[config.mk]
export PLATFORM = sky130hd
export DESIGN_NAME = scsdr_top
export DESIGN_NICKNAME = d
export VERILOG_FILES = /design/src/scsdr_edge.v /design/src/scsdr_rate.v /design/src/scsdr_top.v
export VERILOG_INCLUDE_DIRS = /design/src
export SDC_FILE = /design/constraint.sdc
export NUM_CORES = 1
export LEC_CHECK = 0
export CAP_MARGIN = 40
export CORE_MARGIN = 2
export CORE_UTILIZATION = 60
export DETAILED_ROUTE_END_ITERATION = 10
export DONT_BUFFER_PORTS = 1
export HOLD_SLACK_MARGIN = 0.06
export PLACE_DENSITY = 0.79
export SKIP_LAST_GASP = 1
export SYNTH_ARGS = -nofsm -noshare
export SYNTH_HDL_FRONTEND = slang
export SYNTH_SLANG_ARGS = --single-unit
[constraint.sdc]
create_clock -name clk -period 7.2 [get_ports clk]
set_input_delay 0 -clock clk [delete_from_list [all_inputs] [get_ports clk]]
set_output_delay 0 -clock clk [all_outputs]
set_load 0.02 [all_outputs]
[src/scsdr_defs.vh]
// constants shared by the serial port register block: offsets, bit
// positions, reset values and rate divisors.
// assumes inclusion by bare name from every design file that needs it.
//
// Overview of operation
// - rx enable plus full flag raises request
// - master select bit 1 master, resets 1
// - polarity bit sets idle clock level, resets 0
// - phase bit picks edge timing, resets 1
// - wired-or bit makes pins open-drain
// - enable bit on; clearing gives partial reset
// - partial reset empties tx, aborts, clears shifter
// - tx enable plus empty flag raises request
// - completed byte into receive register sets full
// - full clears by status then data read
// - error enable gates overflow and fault requests
// - byte while full sets overflow, keeps old
// - overflow clears by status then data read
// - slave select rising mid-transfer sets fault
// - master sees select falling, sets fault
// - fault clears by status read, control write
// - handing byte to shifter sets tx empty
// - writing transmit data clears tx empty
// - fault enable gates fault flag and master-mode select ownership
// - rate field divides clock 2,8,32,128
// - data address splits tx and rx registers
// - one byte each way per eight clocks
// - deselected slave floats output, ignores clock
`ifndef SCSDR_DEFS_VH
`define SCSDR_DEFS_VH
// register byte offsets
`define SCSDR_OFF_CTRL   12'h000
`define SCSDR_OFF_STAT   12'h004
`define SCSDR_OFF_DATA   12'h008
// control register bits
`define SCSDR_C_RIE      7
`define SCSDR_C_MSTR     5
`define SCSDR_C_CPOL     4
`define SCSDR_C_CPHA     3
`define SCSDR_C_WOM      2
`define SCSDR_C_EN       1
`define SCSDR_C_TIE      0
`define SCSDR_CTRL_RST   8'h28
`define SCSDR_CTRL_MASK  8'hbf
// status and control register bits
`define SCSDR_S_RXF      7
`define SCSDR_S_ERROR_IRQ_ENABLE    6
`define SCSDR_S_OVR      5
`define SCSDR_S_MODE_FAULT_FLAG     4
`define SCSDR_S_TXE      3
`define SCSDR_S_FAULT_DETECT_ENABLE   2
`define SCSDR_S_RHI      1
`define SCSDR_S_RLO      0
`define SCSDR_STAT_RST   8'h00
`define SCSDR_STAT_MASK  8'h47
// master rate divisors, bus clocks per serial clock
`define SCSDR_BD0        8'd2
`define SCSDR_BD1        8'd8
`define SCSDR_BD2        8'd32
`define SCSDR_BD3        8'd128
// serial clock edges per byte, counted from zero
`define SCSDR_LAST_EDGE  4'd15
`define SCSDR_EDGE_RST   4'd0
`define SCSDR_BYTE_RST   8'h00
`define SCSDR_PAD        24'h000000
`define SCSDR_WORD_RST   32'h00000000
`endif

[src/scsdr_edge.v]
// edge detector: one flop of history, rising and falling pulses.
// assumes the input is already synchronous to clk.
`timescale 1ns/10ps
`include "scsdr_defs.vh"
module scsdr_edge
#(
    parameter RST_VAL = 1'b0        // history value after reset
)
(
    input  wire clk,
    input  wire nrst,
    input  wire sig,                // watched level
    output wire rise,               // sig went 0 to 1
    output wire fall                // sig went 1 to 0
);
    reg prev_q;                     // level seen one clock ago

    // history flop, synchronous reset
    always @(posedge clk)
    begin
        if (!nrst)
            prev_q <= RST_VAL;
        else
            prev_q <= sig;
    end

    assign rise = sig & ~prev_q;
    assign fall = ~sig & prev_q;
endmodule

[src/scsdr_rate.v]
// half-period timer for the master serial clock.
// assumes half is held stable while run is high.
`timescale 1ns/10ps
`include "scsdr_defs.vh"
module scsdr_rate
#(
    parameter CW = 8                // counter width
)
(
    input  wire          clk,
    input  wire          nrst,
    input  wire          run,       // count while high, else restart
    input  wire [CW-1:0] half,      // bus clocks per half period
    output wire          tick       // one-cycle pulse per half period
);
    reg  [CW-1:0] cnt_q;            // position inside half period
    wire [CW-1:0] lim;              // last count before the tick

    assign lim  = half - {{(CW-1){1'b0}}, 1'b1};
    assign tick = run & (cnt_q == lim);

    // restart on every stop so each byte starts a full half period
    always @(posedge clk)
    begin
        if (!nrst || !run || tick)
            cnt_q <= {CW{1'b0}};
        else
            cnt_q <= cnt_q + {{(CW-1){1'b0}}, 1'b1};
    end
endmodule

[src/scsdr_top.v]
// byte-wide full-duplex serial port with control, status and data
// registers behind an APB slave.
// assumes pins arrive synchronous to clk; pad logic resolves out/oe.
//
// Decided for this implementation: the APB register port and the register offsets.
`timescale 1ns/10ps
`include "scsdr_defs.vh"
module scsdr_top
(
    input  wire        clk,
    input  wire        nrst,
    // apb slave
    input  wire        psel,
    input  wire        penable,
    input  wire        pwrite,
    input  wire [11:0] paddr,
    input  wire [31:0] pwdata,
    output reg  [31:0] prdata,
    output reg         pready,
    output reg         pslverr,
    // serial pins
    input  wire        sclk_in,
    output reg         sclk_out,
    output reg         sclk_oe,
    input  wire        mosi_in,
    output reg         mosi_out,
    output reg         mosi_oe,
    input  wire        miso_in,
    output reg         miso_out,
    output reg         miso_oe,
    input  wire        ss_n_in,
    // pad control and cpu request
    output reg         pullup_en,
    output reg         pins_owned,
    output reg         ss_owned,
    output reg         irq
);
    // register state
    reg  [7:0] ctrl_q;              // control register
    reg  [7:0] sctl_q;              // writable bits of status register
    reg        rxf_q;               // receive data full
    reg        ovr_q;               // overflow
    reg        mode_fault_flag_q;              // mode fault
    reg        txe_q;               // transmit data empty
    reg        arm_rx_q;            // status read saw full set
    reg        arm_ovr_q;           // status read saw overflow set
    reg        arm_mode_fault_flag_q;          // status read saw fault set
    reg  [7:0] tx_q;                // transmit data register
    reg  [7:0] rx_q;                // receive data register
    // shifter state
    reg  [7:0] sr_q;                // shift register, msb on the wire
    reg        samp_q;              // last sampled input bit
    reg  [3:0] edge_q;              // serial clock edge index
    reg        busy_q;              // byte in flight
    reg        mclk_q;              // master serial clock level

    // decoded control bits
    wire en     = ctrl_q[`SCSDR_C_EN];
    wire mstr   = ctrl_q[`SCSDR_C_MSTR];
    wire cpol   = ctrl_q[`SCSDR_C_CPOL];
    wire cpha   = ctrl_q[`SCSDR_C_CPHA];
    wire wom    = ctrl_q[`SCSDR_C_WOM];
    wire fault_detect_enable = sctl_q[`SCSDR_S_FAULT_DETECT_ENABLE];
    wire [1:0] rate = {sctl_q[`SCSDR_S_RHI], sctl_q[`SCSDR_S_RLO]};

    // apb phases: one wait state, then completion
    wire req     = psel & penable & ~pready;
    wire done    = psel & penable & pready;
    wire hit_c   = (paddr == `SCSDR_OFF_CTRL);
    wire hit_s   = (paddr == `SCSDR_OFF_STAT);
    wire hit_d   = (paddr == `SCSDR_OFF_DATA);
    wire mapped  = hit_c | hit_s | hit_d;
    wire wr_c    = done & pwrite & hit_c;
    wire wr_s    = done & pwrite & hit_s;
    wire wr_d    = done & pwrite & hit_d;
    wire rd_s    = req & ~pwrite & hit_s;     // arm on the cycle the read view is taken
    wire rd_d    = done & ~pwrite & hit_d;

    // status read view
    wire [7:0] stat_rd = sctl_q
                       | ({7'h00, rxf_q}  << `SCSDR_S_RXF)
                       | ({7'h00, ovr_q}  << `SCSDR_S_OVR)
                       | ({7'h00, mode_fault_flag_q} << `SCSDR_S_MODE_FAULT_FLAG)
                       | ({7'h00, txe_q}  << `SCSDR_S_TXE);

    // master divider selection, half period in bus clocks
    reg  [7:0] div_sel;             // selected divisor
    always @*
    begin
        case (rate)
            2'b00:   div_sel = `SCSDR_BD0;
            2'b01:   div_sel = `SCSDR_BD1;
            2'b10:   div_sel = `SCSDR_BD2;
            default: div_sel = `SCSDR_BD3;
        endcase
    end
    wire [7:0] half = {1'b0, div_sel[7:1]};

    // mode and select decode
    wire run_m   = en & mstr;
    wire sel_s   = en & ~mstr & ~ss_n_in;
    wire m_tick;                    // master half-period pulse
    wire sck_r;                     // slave clock rising
    wire sck_f;                     // slave clock falling
    wire ss_r;                      // select rising
    wire ss_f;                      // select falling

    scsdr_rate #(.CW(8)) u_rate
    (
        .clk  (clk),
        .nrst (nrst),
        .run  (run_m & busy_q),
        .half (half),
        .tick (m_tick)
    );

    scsdr_edge #(.RST_VAL(1'b0)) u_sck
    (
        .clk  (clk),
        .nrst (nrst),
        .sig  (sclk_in),
        .rise (sck_r),
        .fall (sck_f)
    );

    scsdr_edge #(.RST_VAL(1'b1)) u_ss
    (
        .clk  (clk),
        .nrst (nrst),
        .sig  (ss_n_in),
        .rise (ss_r),
        .fall (ss_f)
    );

    // one edge stream for both modes; a deselected slave sees none
    wire s_edge  = sel_s & (sck_r | sck_f);
    wire sc_edge = run_m ? (m_tick & busy_q) : s_edge;
    wire in_bit  = mstr ? miso_in : mosi_in;
    // even edges lead; phase picks whether they sample or shift
    wire smp_e   = (edge_q[0] == cpha);
    wire last_e  = (edge_q == `SCSDR_LAST_EDGE);
    wire [7:0] byte_in = cpha ? {sr_q[6:0], in_bit}
                              : {sr_q[6:0], samp_q};
    wire fin     = sc_edge & last_e;
    wire m_start = run_m & ~busy_q & ~txe_q;
    wire s_load  = en & ~mstr & ~busy_q & ~txe_q;
    wire load    = m_start | s_load;
    // faults, gated by the port enable and the detect enable
    wire f_slave = en & ~mstr & fault_detect_enable & busy_q & ss_r;
    wire f_mast  = run_m & fault_detect_enable & ss_f;
    wire fault   = f_slave | f_mast;

    // control register; a master fault drops the enable
    always @(posedge clk)
    begin
        if (!nrst)
            ctrl_q <= `SCSDR_CTRL_RST;
        else if (f_mast)
            ctrl_q <= ctrl_q & ~(8'h01 << `SCSDR_C_EN);
        else if (wr_c)
            ctrl_q <= pwdata[7:0] & `SCSDR_CTRL_MASK;
    end

    // writable status bits: error enable, fault enable, rate
    always @(posedge clk)
    begin
        if (!nrst)
            sctl_q <= `SCSDR_STAT_RST;
        else if (wr_s)
            sctl_q <= pwdata[7:0] & `SCSDR_STAT_MASK;
    end

    // arming for the two-step clear sequences
    always @(posedge clk)
    begin
        if (!nrst)
        begin
            arm_rx_q   <= 1'b0;
            arm_ovr_q  <= 1'b0;
            arm_mode_fault_flag_q <= 1'b0;
        end
        else
        begin
            if (rd_s)
            begin
                arm_rx_q  <= rxf_q;
                arm_ovr_q <= ovr_q;
            end
            else if (rd_d)
            begin
                arm_rx_q  <= 1'b0;
                arm_ovr_q <= 1'b0;
            end
            if (rd_s)
                arm_mode_fault_flag_q <= mode_fault_flag_q;
            else if (wr_c)
                arm_mode_fault_flag_q <= 1'b0;
        end
    end

    // receive flags; a new event beats a clear in the same cycle
    always @(posedge clk)
    begin
        if (!nrst)
        begin
            rxf_q <= 1'b0;
            ovr_q <= 1'b0;
            rx_q  <= `SCSDR_BYTE_RST;
        end
        else if (fin && rxf_q && !(rd_d && arm_rx_q))
        begin
            ovr_q <= 1'b1;
        end
        else if (fin)
        begin
            rx_q  <= byte_in;
            rxf_q <= 1'b1;
            if (rd_d && arm_ovr_q)
                ovr_q <= 1'b0;
        end
        else if (rd_d)
        begin
            if (arm_rx_q)
                rxf_q <= 1'b0;
            if (arm_ovr_q)
                ovr_q <= 1'b0;
        end
    end

    // mode fault flag, cleared by control write after armed read
    always @(posedge clk)
    begin
        if (!nrst)
            mode_fault_flag_q <= 1'b0;
        else if (fault)
            mode_fault_flag_q <= 1'b1;
        else if (wr_c && arm_mode_fault_flag_q)
            mode_fault_flag_q <= 1'b0;
    end

    // transmit data register and empty flag
    // software must only write while empty; a write otherwise
    // overwrites the pending byte
    always @(posedge clk)
    begin
        if (!nrst)
        begin
            txe_q <= 1'b1;
            tx_q  <= `SCSDR_BYTE_RST;
        end
        else
        begin
            if (wr_d)
                tx_q <= pwdata[7:0];
            if (!en || load)
                txe_q <= 1'b1;
            else if (wr_d)
                txe_q <= 1'b0;
        end
    end

    // shifter: load, sample, shift, finish, abort
    always @(posedge clk)
    begin
        if (!nrst || !en)
        begin
            sr_q   <= `SCSDR_BYTE_RST;
            samp_q <= 1'b0;
            edge_q <= `SCSDR_EDGE_RST;
            busy_q <= 1'b0;
        end
        else if (!mstr && ss_n_in)
        begin
            // deselect aborts a slave byte even mid-transfer
            edge_q <= `SCSDR_EDGE_RST;
            busy_q <= 1'b0;
            if (s_load)
                sr_q <= tx_q;
        end
        else if (load)
        begin
            sr_q   <= tx_q;
            edge_q <= `SCSDR_EDGE_RST;
            busy_q <= mstr;
        end
        else if (sc_edge)
        begin
            busy_q <= ~last_e;
            edge_q <= last_e ? `SCSDR_EDGE_RST : edge_q + 4'd1;
            // the closing edge leaves the last bit standing on the wire
            if (smp_e && !last_e)
                samp_q <= in_bit;
            else if (!smp_e && !last_e && !(cpha && edge_q == `SCSDR_EDGE_RST))
                sr_q <= {sr_q[6:0], samp_q};
            if (!mstr && edge_q == `SCSDR_EDGE_RST)
                busy_q <= 1'b1;
        end
    end

    // master serial clock: idles at polarity, toggles per half period
    always @(posedge clk)
    begin
        if (!nrst)
            mclk_q <= 1'b0;
        else if (!busy_q || !run_m)
            mclk_q <= cpol;
        else if (m_tick)
            mclk_q <= ~mclk_q;
    end

    // pins: open-drain drives only lows, push-pull drives both
    wire d_sck  = run_m;
    wire d_mosi = run_m;
    wire d_miso = sel_s;
    always @(posedge clk)
    begin
        if (!nrst)
        begin
            sclk_out   <= 1'b0;
            sclk_oe    <= 1'b0;
            mosi_out   <= 1'b0;
            mosi_oe    <= 1'b0;
            miso_out   <= 1'b0;
            miso_oe    <= 1'b0;
            pullup_en  <= 1'b1;
            pins_owned <= 1'b0;
            ss_owned   <= 1'b0;
        end
        else
        begin
            sclk_out   <= ~wom & mclk_q;
            sclk_oe    <= d_sck & (~wom | ~mclk_q);
            mosi_out   <= ~wom & sr_q[7];
            mosi_oe    <= d_mosi & (~wom | ~sr_q[7]);
            miso_out   <= ~wom & sr_q[7];
            miso_oe    <= d_miso & (~wom | ~sr_q[7]);
            pullup_en  <= ~wom;
            pins_owned <= en;
            ss_owned   <= en & (~mstr | fault_detect_enable);
        end
    end

    // cpu request: level, follows flags and enables
    always @(posedge clk)
    begin
        if (!nrst)
            irq <= 1'b0;
        else
            irq <= (ctrl_q[`SCSDR_C_RIE] & rxf_q)
                 | (ctrl_q[`SCSDR_C_TIE] & txe_q)
                 | (sctl_q[`SCSDR_S_ERROR_IRQ_ENABLE] & (ovr_q | mode_fault_flag_q));
    end

    // apb answer: ready one cycle into the access phase
    always @(posedge clk)
    begin
        if (!nrst)
        begin
            pready  <= 1'b0;
            pslverr <= 1'b0;
            prdata  <= `SCSDR_WORD_RST;
        end
        else
        begin
            pready  <= req;
            pslverr <= req & ~mapped;
            if (req && !pwrite && hit_c)
                prdata <= {`SCSDR_PAD, ctrl_q};
            else if (req && !pwrite && hit_s)
                prdata <= {`SCSDR_PAD, stat_rd};
            else if (req && !pwrite && hit_d)
                prdata <= {`SCSDR_PAD, rx_q};
            else if (req)
                prdata <= `SCSDR_WORD_RST;
        end
    end
endmodule

After elaboration in Yosys (flattened, before gate mapping) --
Index checks and enable logic that the tools add are counted.
Storage, ports and cells: output and inout bits 44, word-level logic and storage cells 212, register bits 78, bits of input ports 53
Operators by class: bitwise logic cells 76, reductions and logical operators 56, equality and inequality tests 10, mux-type cells 35, add/sub/neg operators 3
Operators with widths (number):
- 8-bit two-way mux | 10
- 1-bit bitwise AND | 42
- 8-bit case mux with 3 select lines | 1
- 1-bit two-way mux | 23
- 1-bit NOT | 19
- 1-bit logical AND | 15
- 2-bit nonzero test | 7
- 12-bit by 3-bit == test with 1-bit output (second input constant) | 1
- 12-bit by 4-bit == test with 1-bit output (second input constant) | 1
- 12-bit logical NOT | 1
- 3-bit nonzero test | 4
- 1-bit logical NOT | 11
- 1-bit OR | 11
- 8-bit by 1-bit adder with 8-bit output (second input constant) | 1
- 8-bit == test | 1
- 7-bit by 8-bit OR with 8-bit output | 1
- 8-bit by 4-bit OR with 8-bit output | 1
- 8-bit by 5-bit OR with 8-bit output | 1
- 8-bit by 6-bit OR with 8-bit output | 1
- 4-bit AND reduction | 2
- 7-bit by 1-bit subtractor with 8-bit output (second input constant) | 1
- 3-bit AND reduction | 2
- 2-bit OR reduction | 3
- 1-bit logical OR | 5
- 14 further kinds | 15

Longest topological paths before layout --
word-level depth 12, depth in mapped cells 8, depth with buffers taken out 7

Cells and area by module --
From an unflattened synthesis, not the netlist that was laid out.
Second synthesis, totals: cell total of the unflattened synthesis 477, area total of the unflattened synthesis 4151.5 um2
By module, submodules not included:
- scsdr_top | seq. area each 1361.3 um2, cells an instance 404, instances 1, area an instance 3502.1 um2
- scsdr_rate | seq. area each 160.2 um2, cells an instance 65, instances 1, area an instance 571.8 um2
- scsdr_edge | seq. area each 20.0 um2, cells an instance 4, instances 2, area an instance 38.8 um2

Worst setup path before layout --
OpenSTA, ideal clock, no wires.
path kind register to register, start point register sctl_q[0], end point register rx_q[0], data required time 7.128 ns, data arrival time 2.390 ns, period minus slack after synthesis 2.462 ns, setup slack 4.738 ns, cell stages (with the launch flop) 8, buffers on the path 0, setup time 0.072 ns, cells stage by stage dfxtp_1 -> or2_2 -> ha_1 -> xnor2_1 -> nor4_1 -> o211ai_2 -> a211oi_4 -> mux2i_1
Between the ends: longest elaborated chain between the ends 12, elaborated cells between the ends (all ways) 14, classes of those cells add/sub (1); eq/ne (3); mux (2); bitwise (4); reduce/logical (4)
RTL lines:
- from (decl) | RTL line scsdr_top.v:40 | reg [7:0] sctl_q;
- from (signal assigned) | RTL line scsdr_top.v:168 | sctl_q <= `SCSDR_STAT_RST;
- from (signal assigned) | RTL line scsdr_top.v:170 | sctl_q <= pwdata[7:0] & `SCSDR_STAT_MASK;
- 2-bit == test, or another cell as far along | RTL line scsdr_top.v:90 | case (rate)
- 8-bit case mux with 3 select lines * | RTL line scsdr_top.v:90
- 7-bit by 1-bit subtractor with 8-bit output * | RTL line scsdr_rate.v:19 | assign lim = half - {{(CW-1){1'b0}}, 1'b1};
- 8-bit == test * | RTL line scsdr_rate.v:20 | assign tick = run & (cnt_q == lim);
- 1-bit bitwise AND * | RTL line scsdr_rate.v:20
- 1-bit bitwise AND * | RTL line scsdr_top.v:137 | wire sc_edge = run_m ? (m_tick & busy_q) : s_edge;
- 1-bit two-way mux * | RTL line scsdr_top.v:137
- 1-bit bitwise AND * | RTL line scsdr_top.v:144 | wire fin = sc_edge & last_e;
- 1-bit logical AND (2 in series) | RTL line scsdr_top.v:210 | else if (fin && rxf_q && !(rd_d && arm_rx_q))
- 1-bit NOT (no line)
- 2-bit AND reduction (no line) *
- to (signal assigned) | RTL line scsdr_top.v:208 | rx_q <= `SCSDR_BYTE_RST;
- to (signal assigned) | RTL line scsdr_top.v:216 | rx_q <= byte_in;
- to (decl) | RTL line scsdr_top.v:49 | reg [7:0] rx_q;
Mark *: on every way between the ends. The rest lies on a longest branch, timed or not. A chain may end at the register's enable or synchronous reset.

Final worst setup path --
start point register pready, end point register ctrl_q[5]
Between the ends: longest elaborated chain between the ends 4
RTL lines:
- from (decl) | RTL line scsdr_top.v:19 | output reg pready,
- from (signal assigned) | RTL line scsdr_top.v:365 | pready <= req;
- 1-bit bitwise AND | RTL line scsdr_top.v:68 | wire done = psel & penable & pready;
- 1-bit bitwise AND (2 in series) | RTL line scsdr_top.v:73 | wire wr_c = done & pwrite & hit_c;
- 2-bit AND reduction (no line)
- to (signal assigned) | RTL line scsdr_top.v:157 | ctrl_q <= `SCSDR_CTRL_RST;
- to (signal assigned) | RTL line scsdr_top.v:159 | ctrl_q <= ctrl_q & ~(8'h01 << `SCSDR_C_EN);
- to (signal assigned) | RTL line scsdr_top.v:161 | ctrl_q <= pwdata[7:0] & `SCSDR_CTRL_MASK;
- to (decl) | RTL line scsdr_top.v:39 | reg [7:0] ctrl_q;
Every way passes these cells.

==> flow_summary.toml <==
[worst_hold_path]
holdPathEnd = "rx_q[0]"
min_delay_path_depth = 4
hold_start = "miso_in"
hold_path.class = "input port to flop"

[setup_path]
crit_path_top_delay_cell = "dlygate4sd3_1"
cp_cell_sequence = "and3_1, nand3_1, or4_4, mux2i_1, dlygate4sd3_1, nand2_1, dlygate4sd3_1"
r2r_slack_ns = 4.27
path_buf_inv = 2
cp.arrival_ns = 3.17
start_kind = "flop"
critPathKind = "flop to flop"
max_stage_delay_ns = 0.57
path_max_fanout = 6
r2r_cells = 7
cp_top_family = "buffers and inverters"
worst_ep_required_time_ns = 7.44
reg2reg_to = "ctrl_q[5]"
cp_common_cell = "dlygate4sd3_1"
r2r-start = "pready"
worstSetupEndpointType = "flop"

[grt]
antenna_found_initial = 0
grtUsageTotal_pct = 24.40
grt_pass1_vias = 2769
grt.overflow.total = 0
grt_pass1_wl_um = 13540
grt_max_degree = 55

[routing]
drcViolationCount = 0
detail-route-antenna-nets = 0
drt_iter0_markers = 233
route.detailed.wl_per_inst_um = 15.92
dr.pass1.iters = 4
routed_via_density = 5.752
totalWireLength_um = 8150
num_vias = 2945

[logic_synthesis]
yosysTopAreaCellShare_pct = 41.24
yosys-top-cells-area = "dfxtp_1 41%, mux2i_1 9.8%, nand2_1 5.8%"
syn_inst = 421
syn-cell-area_um2 = 3786
avgSynthCellArea_um2 = 8.993
synth-async-reset-ratio_pct = 0
synth_seq_cells = 78
yosysTopAreaCell = "dfxtp_1"
ys.warnings.count = 0
ys_types = 52
synth-edff-count = 0
synthFlopType = "dfxtp_1"
ys_seq_area_share_pct = 41.24

[pwr]
internal_power_w = 0.0006140
seq_power_share_pct = 54.3
vdd_ir_drop_max_mv = 0.1427
power_switching_w = 0.0001833
power-per-cell-area_nw_per_um2 = 193.5
swShare_pct = 22.99
p_clk_share_pct = 41.0
pwr-share-comb_pct = 4.7
leakage_nw = 1.566

[cts]
cts_buffer_depth = 2
worstSkewPairLatency_ns = 0.35
htreeDepth = 3
clk_pin_slew_ns = 0.08
cts_made_buffers = 9
cts_tree = "yes"
cts_setup_buffers = 0
clock-sinks = 78
clockRootBuffer = "clkbuf_8"
cts_resized = 0

[cells_and_area]
post-route-util_pct = 68.40
seq_area_um2 = 1562
fill_cells = 444
fin_cells = 512
area_growth_pct = 8.857
layout_commonest_cell = "dfxtp_1"
multiInputGateArea_um2 = 2001
nets = 489
layout_common_cells = "78 x dfxtp_1, 58 x nand2_1, 37 x mux2i_1, 24 x conb_1"
insertedDiodeCount = 0
drive_above_1_share_pct = 9.840

[timing]
finalSetupTns_ns = 0
maxSlewHeadroom_pct = 60.08
rsz0062_at_grt = "no"
setup_viol = 0
drv_slew = 0
fmax_mhz = 341.0
hold_viol = 0
period_share_pct = 40.73
worstMarginPinSlew_ns = 0.5969
fin_skew_ns = 0.006480
fin_crit_ns = 2.933

[die]
start_util_pct = 62.83
dieArea_um2 = 6961
rows = 28
die_w_um = 83.44
core_area_um2 = 6026
ioPinCount = 97
die_y_um = 83.44

[status]
outcome = "complete, no violations"

[placement]
hpwl_um = 5481
place.gp.congestion = 0.8299
port_buffers = 0
dpl.cell_count = 475

[flow_run]
drv_cap = 0
## Yosys cell counts, types with 3 or more instances
cell type,count
a21boi_0,6
a21oi_1,12
a22oi_1,8
and2_1,3
and3_1,6
buf_4,25
clkbuf_1,15
dfxtp_1,78
ha_1,4
inv_1,10
mux2_2,10
mux2i_1,37
nand2_1,58
nand2b_1,10
nand3_1,19
nand3b_1,3
nand4_1,4
nor2_1,18
nor2b_1,19
nor3_1,3
o21ai_0,20
or2_2,3
or3_1,3
xnor2_1,4
xor2_1,6
## cell type report
class                   count  share of cell area, %
multi-input cells         311                  48.54
flip-flops and latches     78                  37.89
repair buffers             22                  5.525
clock buffers              11                  3.430
well taps                  75                  2.277
clock inverters             5                  1.427
inverters                  10                 0.9107
## registers in the layout, indices dropped and copies added (netlist names), 4 cells and up
| name | count |
|---|---|
| sctl_q | 4 |
| rx_q | 8 |
| u_rate.cnt_q | 8 |
| tx_q | 8 |
| sr_q | 8 |
| prdata | 8 |
| edge_q | 4 |
| ctrl_q | 7 |
## stage by stage
step / instance area (um^2) / hold WS (ns) / setup slack, ns / power [W]
5_1_grt: 4121 / 0.09665 / 4.152 / 0.0008233
3_3_place_gp: 3701 / 0.07229 / 4.478 / 0.0004643
2_1_floorplan: 3872 / 0.1015 / 4.738 / 0.0004773
4_1_cts: 4121 / 0.06070 / 4.317 / 0.0008014
6_report: 4121 / 0.06487 / 4.267 / 0.0007973
3_5_place_dp: 3701 / 0.07480 / 4.468 / 0.0004647
## worst reg2reg max path, delay by kind of cell (launching register included)
kind | cells | cell delay [ns]
simple gates | 4 | 1.08
mux | 1 | 0.17
buf+inv | 2 | 1.12
flops | 1 | 0.46
## worst max path at each step
stage	start	end	slack (ns)	cells past startpoint
2_1_floorplan	sctl_q[0]	rx_q[0]	4.74	7
3_3_place_gp	sctl_q[0]	rx_q[7]	4.48	7
3_5_place_dp	sctl_q[0]	rx_q[5]	4.47	7
4_1_cts	pready	ctrl_q[5]	4.32	7
5_1_grt	pready	ctrl_q[5]	4.15	7
6_report	pready	ctrl_q[5]	4.27	7
## metal layers
metal  global-route usage, %  wire (um)  vias up
li1                        -          -     1430
met1                   33.94       3726     1374
met2                   37.24       3645      128
met3                   5.765        642       13
met4                   8.651        136        0
met5                       0          0        -
## kinds of logic after synthesis
kind of cell	synth area share (%)
xor+xnor	2.313
flops	41.24
other cells	0.09905
mux	12.76
fa+ha+maj	1.322
buf+inv	8.196
simple gates	22.34
compound gates	11.73
## repair_timing
item,4_1_cts,5_1_grt
hold endpoints to repair,65,0
setup endpoints to repair,0,0
hold buffers,21,0
## power by group through the flow
stage	combinational, W	clock [W]	sequential [W]
global placement	0.0000212	0	0.000443
finish	0.0000372	0.000327	0.000433
global route	0.0000401	0.000350	0.000433
floorplan	0.0000341	0	0.000443
CTS	0.0000363	0.000332	0.000433
detailed placement	0.0000215	0	0.000443
(Power assumes the default switching activity.)
